===== src/hdl/led_consts.svh =====
/*
 * Constants of the safety-relay LED indicator: sizes, timing counts.
 * Assumes a 25 MHz system clock; included by bare name.
 */
// Contract
// - State LED steady while safety outputs active, dark when deactivated.
// - Start LED dark when unmet, steady when met, flashing while waiting.
// - Each safety input LED follows its input outside alert or error display.
// - Alert flashes the error LED with a pattern on related input LEDs.
// - Any alert forces the safety outputs into the safe state.
// - Alert safe state ends once the cause is gone, no power cycle.
// - Synchronisation timeout: error LED flashes, two input LEDs flash alternately.
// - Interlock: LEDs flash in phase; outputs off until inputs quiet 1 s.
// - Detected error lights error LED steady, shows a pattern, forces safe state.
// - Detected error stays latched until power is cycled.
// - Configuration error: other LEDs steady; general error: flashing in phase.
// - Supply error: error LED steady, power LED flashing.
// - Output fault: error LED steady, state LED flashing.
// - Start input cross circuit: error LED steady, start LED flashing.
// - One input cross circuit: error LED steady, only that input LED flashes.
// - Two-input cross circuit: error LED steady, both input LEDs flash in phase.
// - Selector change while powered raises configuration error; effective next power-up.
`ifndef LED_CONSTS_SVH
`define LED_CONSTS_SVH

`define CLK_HZ         25000000
`define NUM_SAFETY_IN  2
`define SEL_WIDTH      4
`define BLINK_HALF_MS  250
`define BLINK_HALF_CYC ((`CLK_HZ / 1000) * `BLINK_HALF_MS)
`define INTERLOCK_MS   1000
`define INTERLOCK_CYC  ((`CLK_HZ / 1000) * `INTERLOCK_MS)

`endif


===== src/hdl/led_pkg.sv =====
/*
 * Types shared by the LED indicator modules.
 * Assumes nothing of its surroundings.
 */
package led_pkg;
	// Kind of latched detected error; first member is the idle value
	typedef enum logic [2:0] {
		ERR_NONE,
		ERR_CONFIG,
		ERR_GENERAL,
		ERR_EXT,
		ERR_SUPPLY,
		ERR_OUTPUT,
		ERR_START_XC,
		ERR_INPUT_XC
	} err_kind_t;
endpackage


===== src/hdl/diag_if.sv =====
/*
 * Carrier between the indicator core, its blink source and its quiet timer.
 * Assumes all parties share sys_clk.
 */
`timescale 1ns/10ps
`default_nettype none
interface diag_if;
	logic blink;
	logic il_arm;
	logic il_quiet;
	logic il_done;

	modport blink_src (output blink);
	modport timer     (input il_arm, input il_quiet, output il_done);
	modport core      (input blink, input il_done, output il_arm, output il_quiet);
endinterface
`default_nettype wire


===== src/hdl/blink_gen.sv =====
/*
 * Single blink source; all flashing LEDs use this phase or its inverse.
 * Assumes synchronous inputs and an asynchronous active-high reset.
 */
`timescale 1ns/10ps
`default_nettype none
`include "led_consts.svh"
module blink_gen #(
	parameter int unsigned HALF_CYC = `BLINK_HALF_CYC
) (
	input wire logic   sys_clk,
	input wire logic   reset,
	diag_if.blink_src  diag
);
	typedef struct packed {
		logic [31:0] cnt;
		logic        phase;
	} st_t;

	st_t st_q;
	st_t st_d;

	always_comb begin
		st_d = st_q;
		if (st_q.cnt >= 32'(HALF_CYC - 1)) begin
			st_d.cnt   = '0;
			st_d.phase = ~st_q.phase;
		end else begin
			st_d.cnt = st_q.cnt + 32'h1;
		end
	end

	always_ff @(posedge sys_clk or posedge reset) begin
		if (reset) begin
			st_q <= '0;
		end else begin
			st_q <= st_d;
		end
	end

	assign diag.blink = st_q.phase;
endmodule
`default_nettype wire


===== src/hdl/quiet_timer.sv =====
/*
 * Measures how long both interlocked inputs stay deactivated.
 * Assumes the core holds il_arm for the whole interlock alert.
 */
`timescale 1ns/10ps
`default_nettype none
`include "led_consts.svh"
module quiet_timer #(
	parameter int unsigned QUIET_CYC = `INTERLOCK_CYC
) (
	input wire logic sys_clk,
	input wire logic reset,
	diag_if.timer    diag
);
	typedef struct packed {
		logic [31:0] cnt;
		logic        done;
	} st_t;

	st_t st_q;
	st_t st_d;

	// Any activation restarts the full quiet period
	always_comb begin
		st_d = st_q;
		if (!diag.il_arm || !diag.il_quiet) begin
			st_d.cnt  = '0;
			st_d.done = 1'b0;
		end else if (st_q.cnt >= 32'(QUIET_CYC - 1)) begin
			st_d.done = 1'b1;
		end else begin
			st_d.cnt = st_q.cnt + 32'h1;
		end
	end

	always_ff @(posedge sys_clk or posedge reset) begin
		if (reset) begin
			st_q <= '0;
		end else begin
			st_q <= st_d;
		end
	end

	assign diag.il_done = st_q.done;
endmodule
`default_nettype wire


===== src/hdl/safety_diag_led_indicator.sv =====
/*
 * Front-panel LED driver and safe-state gate of a safety relay.
 * Assumes status inputs synchronous to sys_clk; reset stands for power-up.
 */
`timescale 1ns/10ps
`default_nettype none
`include "led_consts.svh"
module safety_diag_led_indicator
	import led_pkg::*;
#(
	parameter int unsigned NUM_IN         = `NUM_SAFETY_IN,
	parameter int unsigned SEL_W          = `SEL_WIDTH,
	parameter int unsigned BLINK_HALF_CYC = `BLINK_HALF_CYC,
	parameter int unsigned INTERLOCK_CYC  = `INTERLOCK_CYC
) (
	input  wire logic              sys_clk,
	input  wire logic              reset,
	input  wire logic              supply_ok,
	input  wire logic              out_request,
	input  wire logic              start_met,
	input  wire logic              start_wait,
	input  wire logic [NUM_IN-1:0] safety_in,
	input  wire logic              sync_timeout,
	input  wire logic              interlock_det,
	input  wire logic [NUM_IN-1:0] alert_pair,
	input  wire logic              supply_err,
	input  wire logic              output_fault,
	input  wire logic              ext_output_fault,
	input  wire logic              general_err,
	input  wire logic              start_xc,
	input  wire logic [NUM_IN-1:0] input_xc,
	input  wire logic [SEL_W-1:0]  app_sel,
	input  wire logic [SEL_W-1:0]  start_sel,
	output logic                   outputs_on,
	output logic                   led_power,
	output logic                   led_state,
	output logic                   led_start,
	output logic [NUM_IN-1:0]      led_in,
	output logic                   led_error
);
	// ==========================================================
	// State
	typedef struct packed {
		err_kind_t         err;
		logic [NUM_IN-1:0] xc_mask;
		logic [NUM_IN-1:0] il_pair;
		logic              il;
		logic              cfg_valid;
		logic [SEL_W-1:0]  app_sel;
		logic [SEL_W-1:0]  start_sel;
		logic              outputs_on;
		logic              led_power;
		logic              led_state;
		logic              led_start;
		logic [NUM_IN-1:0] led_in;
		logic              led_error;
	} st_t;

	st_t st_q;
	st_t st_d;

	diag_if diag ();

	blink_gen #(
		.HALF_CYC (BLINK_HALF_CYC)
	) u_blink (
		.sys_clk (sys_clk),
		.reset   (reset),
		.diag    (diag)
	);

	quiet_timer #(
		.QUIET_CYC (INTERLOCK_CYC)
	) u_quiet (
		.sys_clk (sys_clk),
		.reset   (reset),
		.diag    (diag)
	);

	// ==========================================================
	// Helpers
	function automatic logic [NUM_IN-1:0] lowest_set(input logic [NUM_IN-1:0] m);
		return m & (~m + NUM_IN'(1));
	endfunction

	// Picks one error when several arrive in the same cycle
	function automatic err_kind_t pick_error(
		input logic cfg, input logic gen, input logic ext, input logic sup,
		input logic outf, input logic sxc, input logic ixc);
		err_kind_t k;
		k = ERR_NONE;
		if (cfg) begin
			k = ERR_CONFIG;
		end else if (gen) begin
			k = ERR_GENERAL;
		end else if (ext) begin
			k = ERR_EXT;
		end else if (sup) begin
			k = ERR_SUPPLY;
		end else if (outf) begin
			k = ERR_OUTPUT;
		end else if (sxc) begin
			k = ERR_START_XC;
		end else if (ixc) begin
			k = ERR_INPUT_XC;
		end
		return k;
	endfunction

	logic              blink;
	logic [NUM_IN-1:0] blink_v;
	logic              sel_moved;
	logic              alert_c;
	logic [NUM_IN-1:0] lead;

	assign blink   = diag.blink;
	assign blink_v = {NUM_IN{blink}};
	assign lead    = lowest_set(alert_pair);

	// Only the selector changing after the power-up capture counts
	assign sel_moved = st_q.cfg_valid && ((app_sel != st_q.app_sel) || (start_sel != st_q.start_sel));

	assign diag.il_arm   = st_q.il;
	assign diag.il_quiet = ~|(safety_in & st_q.il_pair);

	// ==========================================================
	// Next state
	always_comb begin
		st_d = st_q;

		// Selectors are sampled once after power-up; later moves take effect only at the next power-up
		if (!st_q.cfg_valid) begin
			st_d.cfg_valid = 1'b1;
			st_d.app_sel   = app_sel;
			st_d.start_sel = start_sel;
		end

		// Errors latch; only reset releases them
		if (st_q.err == ERR_NONE) begin
			st_d.err = pick_error(sel_moved, general_err, ext_output_fault, supply_err,
				output_fault, start_xc, |input_xc);
			st_d.xc_mask = input_xc;
		end

		// A new detection wins over the release by the quiet timer
		if (interlock_det) begin
			st_d.il      = 1'b1;
			st_d.il_pair = alert_pair;
		end else if (st_q.il && diag.il_done) begin
			st_d.il = 1'b0;
		end

		alert_c = st_d.il || sync_timeout;

		st_d.outputs_on = out_request && !alert_c && (st_d.err == ERR_NONE);

		// Normal display
		st_d.led_power = supply_ok;
		st_d.led_state = st_d.outputs_on;
		st_d.led_error = 1'b0;
		st_d.led_in    = safety_in;
		if (start_met) begin
			st_d.led_start = 1'b1;
		end else begin
			st_d.led_start = start_wait && blink;
		end

		if (st_d.err != ERR_NONE) begin
			st_d.led_error = 1'b1;
			st_d.led_state = 1'b0;
			st_d.led_start = 1'b0;
			st_d.led_in    = '0;
			unique case (st_d.err)
				ERR_CONFIG: begin
					st_d.led_state = 1'b1;
					st_d.led_start = 1'b1;
					st_d.led_in    = '1;
				end
				ERR_GENERAL: begin
					st_d.led_state = blink;
					st_d.led_start = blink;
					st_d.led_in    = blink_v;
				end
				ERR_EXT: begin
					st_d.led_state = blink;
					st_d.led_start = blink;
				end
				ERR_SUPPLY: begin
					st_d.led_power = blink;
				end
				ERR_OUTPUT: begin
					st_d.led_state = blink;
				end
				ERR_START_XC: begin
					st_d.led_start = blink;
				end
				ERR_INPUT_XC: begin
					st_d.led_in = st_d.xc_mask & blink_v;
				end
				default: begin
					st_d.led_error = 1'b1;
				end
			endcase
		end else if (st_d.il) begin
			st_d.led_error = blink;
			st_d.led_in    = st_d.il_pair & blink_v;
		end else if (sync_timeout) begin
			st_d.led_error = blink;
			st_d.led_in    = (lead & blink_v) | (alert_pair & ~lead & ~blink_v);
		end
	end

	always_ff @(posedge sys_clk or posedge reset) begin
		if (reset) begin
			st_q <= '0;
		end else begin
			st_q <= st_d;
		end
	end

	assign outputs_on = st_q.outputs_on;
	assign led_power  = st_q.led_power;
	assign led_state  = st_q.led_state;
	assign led_start  = st_q.led_start;
	assign led_in     = st_q.led_in;
	assign led_error  = st_q.led_error;
endmodule
`default_nettype wire


===== config.mk =====
export PLATFORM = sky130hd
export DESIGN_NAME = safety_diag_led_indicator
export DESIGN_NICKNAME = d
export VERILOG_FILES = /design/src/hdl/led_pkg.sv /design/src/hdl/diag_if.sv /design/src/hdl/blink_gen.sv /design/src/hdl/quiet_timer.sv /design/src/hdl/safety_diag_led_indicator.sv
export VERILOG_INCLUDE_DIRS = /design/src /design/src/hdl
export SDC_FILE = /design/constraint.sdc
export NUM_CORES = 1
export LEC_CHECK = 0
export CORE_MARGIN = 2
export CORE_UTILIZATION = 35
export CTS_CLUSTER_DIAMETER = 30
export DETAILED_ROUTE_END_ITERATION = 12
export DONT_BUFFER_PORTS = 1
export MAX_ROUTING_LAYER = met4
export PLACE_DENSITY = 0.48
export SKIP_CTS_REPAIR_TIMING = 1
export SLEW_MARGIN = 20
export SYNTH_ARGS = -nofsm -noshare
export SYNTH_HDL_FRONTEND = slang
export SYNTH_HIERARCHICAL = 1
export SYNTH_SLANG_ARGS = --single-unit

===== constraint.sdc =====
create_clock -name sys_clk -period 1.8 [get_ports sys_clk]
set_input_delay 0.45 -clock sys_clk [delete_from_list [all_inputs] [get_ports sys_clk]]
set_output_delay 0.45 -clock sys_clk [all_outputs]
set_load 0.01 [all_outputs]

=== Word level (Yosys, flattened, before mapping) ===
Index checks and enable logic that the tools add are counted.
W data, S select, Z words.

* Bitwise logic cells: 12
* Muxes and demuxes: 24
* Equal/unequal tests: 10
* $lt $le $gt $ge: 2
* $add $sub $neg: 3
* Reductions and logical operators: 18

{| class="wikitable"
|+ Operators by type and width
! kind !! count
|-
| $add A32 B1 Y32 const B || 2
|-
| $mux W32 || 2
|-
| $mux W3 || 11
|-
| $mux W33 || 1
|-
| $ge A32 B23 Y1 const B || 1
|-
| $ge A32 B25 Y1 const B || 1
|-
| $and A2 B2 Y2 || 7
|-
| $eq A3 B3 Y1 const B || 4
|-
| $ne A4 B4 Y1 || 2
|-
| $eq A3 B2 Y1 const B || 2
|-
| $logic_not A3 Y1 || 2
|-
| $not A2 Y2 || 3
|-
| $pmux W2 S3 || 1
|-
| $reduce_or A3 Y1 || 2
|-
| $logic_and A1 B1 Y1 || 5
|-
| $mux W1 || 5
|-
| $mux W5 || 1
|-
| $pmux W1 S2 || 2
|-
| $reduce_or A2 Y1 || 2
|-
| $eq A3 B1 Y1 const B || 1
|-
| $logic_or A1 B1 Y1 || 3
|-
| $reduce_bool A3 Y1 || 1
|-
| $add A2 B1 Y2 const B || 1
|-
| $logic_not A1 Y1 || 2
|-
| 5 further kinds || 5
|}

* Input port bits: 27
* Register bits: 90
* Word-level logic and storage cells: 86

=== Logic depth before layout (Yosys ltp) ===
* Depth after elaboration: 13
* Gate-level depth with buffers: 8
* Depth with buffers taken out: 7

=== Modules after synthesis ===
The synthesis kept the hierarchy.

{| class="wikitable"
|+ By module, submodules not included
! module !! area each (µm²) !! times used !! cells each
|-
| quiet_timer || 1,700.4 || 1 || 186
|-
| blink_gen || 1,498.9 || 1 || 138
|-
| safety_diag_led_indicator || 1,224.9 || 1 || 106
|}

=== Least setup slack after synthesis ===
No wires, ideal clock.

* Path kind: register to register
* Start: register u_quiet/st_q[9] in the netlist's numbering
* End: register u_quiet/st_q[14] in the netlist's numbering
* Arrival: 1.915 ns
* Data required time: 1.724 ns
* Setup slack: -0.192 ns
* Path buffers: 1
* Cell stages (with the launch flop): 7
* Cells stage by stage: dfrtp_1 > or4_1 > a211oi_2 > o311ai_1 > buf_2 > or4_1 > o21ai_1

* Word-level cells in the longest chain between the ends: 3
* Elaborated cells on any way between the ends: 5
* Those cells by class: add/sub (1); order compare (1); eq/ne (1); mux (2)

{| class="wikitable"
|+ RTL lines
! element !! RTL line !! text
|-
| from (decl) || quiet_timer.sv:20 || <nowiki>st_t st_q;</nowiki>
|-
| from (signal assigned) || quiet_timer.sv:40 || <nowiki>st_q <= st_d;</nowiki>
|-
| $add A32 B1 Y32 || quiet_timer.sv:32 || <nowiki>st_d.cnt = st_q.cnt + 32'h1;</nowiki>
|-
| $mux W32 || quiet_timer.sv:29 || <nowiki>end else if (st_q.cnt >= 32'(QUIET_CYC - 1)) begin</nowiki>
|-
| $mux W33 || quiet_timer.sv:26 || <nowiki>if (!diag.il_arm || !diag.il_quiet) begin</nowiki>
|}

Several ways; a longest one is shown, not always the timed one. The select of a mux whose other input is x is not followed.
A chain may end at the register's enable or synchronous reset.

=== Worst setup path in the final report ===
* Start: register u_quiet/st_q[11] in the netlist's numbering
* End: register u_quiet/st_q[6] in the netlist's numbering

* Word-level cells in the longest chain between the ends: 2

{| class="wikitable"
|+ RTL lines
! element !! RTL line
|-
| $ge A32 B25 Y1 || quiet_timer.sv:29
|-
| $ne A2 B1 Y1 (no line) || --
|}

No other way between the ends.

==> results.py <==
metrics = {
    "worst_setup_path": {
        "r2r_cells": 6,
        "rrSetupSlack_ns": -0.32,
        "crit_path_start": "u_quiet/st_q[11]",
        "cp.arrival_ns": 2.40,
        "slowest_delay_ns": 0.55,
        "critPathRequiredTime_ns": 2.07,
        "crit_path_end_kind": "flop",
        "r2r_start": "u_quiet/st_q[11]",
        "crit_fanout": 14,
        "slowest_stage": "or4_4",
        "crit_chain": "or4_4 > a211oi_4 > o311ai_4 > clkbuf_16 > or4_1 > a21oi_1",
        "r2r_end": "u_quiet/st_q[6]",
        "path_class": "flop to flop",
        "critPathLaunchType": "flop",
    },
    "routing": {
        "drc_errors": 0,
        "routed_wl_mm": 10.2,
        "firstDrtPassIters": 4,
        "viasPerCell": 5.14,
        "routed-via-count": 3565,
        "ant_nets": 0,
        "drt-initial-drc-count": 187,
        "drt-wirelength-per-cell_um": 14.7,
    },
    "timing": {
        "max_freq_ghz": 0.471,
        "finalCritPeriodShare_pct": 118,
        "fin_setup_tns_ns": -3.84,
        "rsz0062_at_grt": "yes",
        "whs_ns": 0.0412,
        "finalSetupViolations": 22,
        "skew_ns": 0.00628,
        "final_max_slew_viol_count": 0,
        "fin_crit_ns": 2.12,
        "setup_slack_ns": -0.325,
        "final_hold_viol_count": 0,
    },
    "power_and_ir_drop": {
        "p_leak_uw": 0.00252,
        "p_clk_share_pct": 41.0,
        "pwr-share-seq_pct": 46.2,
        "intPower_uw": 3700,
        "sw_frac_of_total_pct": 25.4,
        "ir_drop_mv": 0.449,
        "p_comb_share_pct": 12.8,
        "power_density_nw_per_um2": 845,
        "netSwitchingPower_uw": 1260,
    },
    "run_status": {
        "violations": "setup timing",
        "outcome": "complete, but fails checks",
    },
    "synthesis": {
        "synth_flop_cell": "dfrtp_1",
        "netlist.top_cell.by_area": "dfrtp_1",
        "ys_async_sr_fraction_pct": 100,
        "synth-edff-count": 0,
        "synthDistinctLibCells": 60,
        "synthTopCellsByArea": "dfrtp_1, xor2_1, a21oi_1, mux2_2, nand4_1",
        "yosysWarnings": 6,
        "yosys.area.top_type_share_pct": 50.9,
        "synthesis.area_um2": 4420,
        "yosysSeqAreaShare_pct": 50.9,
        "syn_avg_cell_area_um2": 10.3,
        "netlist_instances": 430,
        "synth-seq-cells": 90,
    },
    "cells_and_area": {
        "layout_commonest_cell": "dfrtp_1",
        "n_antenna_cell": 0,
        "drive_above_1_share_pct": 32.8,
        "fillers": 1170,
        "final_cell_mix": "dfrtp_1, buf_4, nor2_1",
        "area_growth_pct": 32.7,
        "final_nets": 546,
        "fin_cells": 694,
    },
    "floorplan": {
        "start_util_pct": 35.5,
        "core_area_um2": 12500,
        "die-width_um": 116,
        "die_h_um": 116,
        "ios": 34,
        "fp-row-count": 41,
        "dieArea_um2": 13600,
    },
    "placement": {
        "io_buffer_count": 0,
        "pre_cts_slack_ns": -0.321,
        "numPlacedInstances": 668,
        "dpl.hpwl_mm": 6.93,
        "gp_congestion": 0.828,
    },
    "clock_network": {
        "cts_max_level": 3,
        "cts_sinks": 90,
        "cts_buffers": 9,
        "root_buffer": "clkbuf_16",
        "clk_path_buf_depth": 2,
        "clk_pin_slew_ns": 0.06,
        "cts_tree": "done",
        "clk-insertion-delay-late_ns": 0.34,
    },
    "global_routing": {
        "antenna_found_initial": 0,
        "grt_pass1_vias": 3528,
        "grt_max_degree": 34,
        "track_usage_pct": 16.4,
        "grt_pass1_wl_mm": 16.9,
        "grt_overflow": 0,
    },
    "hold_path": {
        "hold_class": "input pin to async pin",
    },
    "flow_run": {
        "drv_cap": 0,
    },
}
==> flip-flops by register name, summed over array words and instances, names as in the netlist <==
name	flops
diag.il_arm	1
led_error	1
led_in	2
led_power	1
led_start	1
led_state	1
outputs_on	1
st_q	16
u_blink/diag.blink	1
u_blink/st_q	32
u_quiet/diag.il_done	1
u_quiet/st_q	32
==> critical path: cells and delay by family (launching register included) <==
family / cells / cell delay (ns)
buffers and inverters: 1 / 0.19
and+or+nand+nor: 2 / 0.95
DFF: 1 / 0.38
AOI/OAI and AO/OA: 3 / 0.53
==> worst max-delay path by stage <==
stage                             to  depth (start not counted)
floorplan           u_quiet/st_q[14]                          6
detailed placement  u_quiet/st_q[14]                          6
finish               u_quiet/st_q[6]                          6
global placement    u_quiet/st_q[10]                          6
CTS                 u_quiet/st_q[14]                          6
global route        u_quiet/st_q[10]                          6
==> power groups by stage <==
stage | logic, uW | registers (uW) | clock network, uW
final | 635 | 2290 | 2030
after global routing | 709 | 2310 | 2200
after CTS | 590 | 2300 | 2090
after detailed placement | 588 | 2330 | 0
after global placement | 582 | 2330 | 0
after floorplan | 418 | 2300 | 0
==> stage by stage <==
step	power, uW	utilization (%)	area [um^2]
CTS	4980	44.2	5510
global route	5220	47.1	5870
detailed placement	2920	41.6	5190
floorplan	2720	-	4480
global placement	2910	41.6	5190
finish	4960	47.1	5870
==> kinds of logic after synthesis <==
family | Yosys count | synth area share (%)
buf+inv | 30 | 3.31
fa+ha+maj | 2 | 0.566
other cells | 2 | 0.170
simple gates | 176 | 22.4
flops | 90 | 50.9
xor+xnor | 25 | 4.95
compound gates | 91 | 14.3
mux | 14 | 3.45
==> synthesized netlist by cell type (2+ instances only) <==
library cell / count
xor2_1: 14
ha_1: 2
o21ai_0: 9
a21oi_2: 3
buf_4: 2
and2_1: 7
o21ai_1: 12
a31oi_1: 3
nor2_1: 27
dfrtp_1: 90
mux2_2: 10
clkbuf_1: 5
nand2_1: 27
mux2i_1: 4
inv_1: 13
nand2b_1: 3
nor4_1: 4
or4_1: 12
nand4b_1: 2
and3_1: 16
conb_1: 2
o41ai_1: 3
xnor2_1: 11
a22oi_1: 2
and4_1: 5
o211ai_1: 5
o31ai_1: 11
nand3_1: 21
buf_2: 7
nor2b_1: 2
nand4_1: 17
o311ai_1: 2
nor3_1: 8
a21oi_1: 24
a211oi_1: 3
or3_1: 17
a21o_1: 2
==> routing by layer <==
metal | global-route usage [%] | wire, um
met1 | 21.0 | 4680
met2 | 25.5 | 4960
met3 | 3.63 | 379
met4 | 6.43 | 199
met5 | - | 0
==> area by class of cell <==
type	instances	area (um^2)	share of cell area, %
clock buffers	10	229	3.90
clock inverters	6	90.1	1.53
multi-input cells	318	2320	39.5
repair buffers	84	714	12.2
flip-flops and latches	90	2250	38.4
well taps	172	215	3.67
inverters	14	52.6	0.895
(Power assumes the default switching activity.)
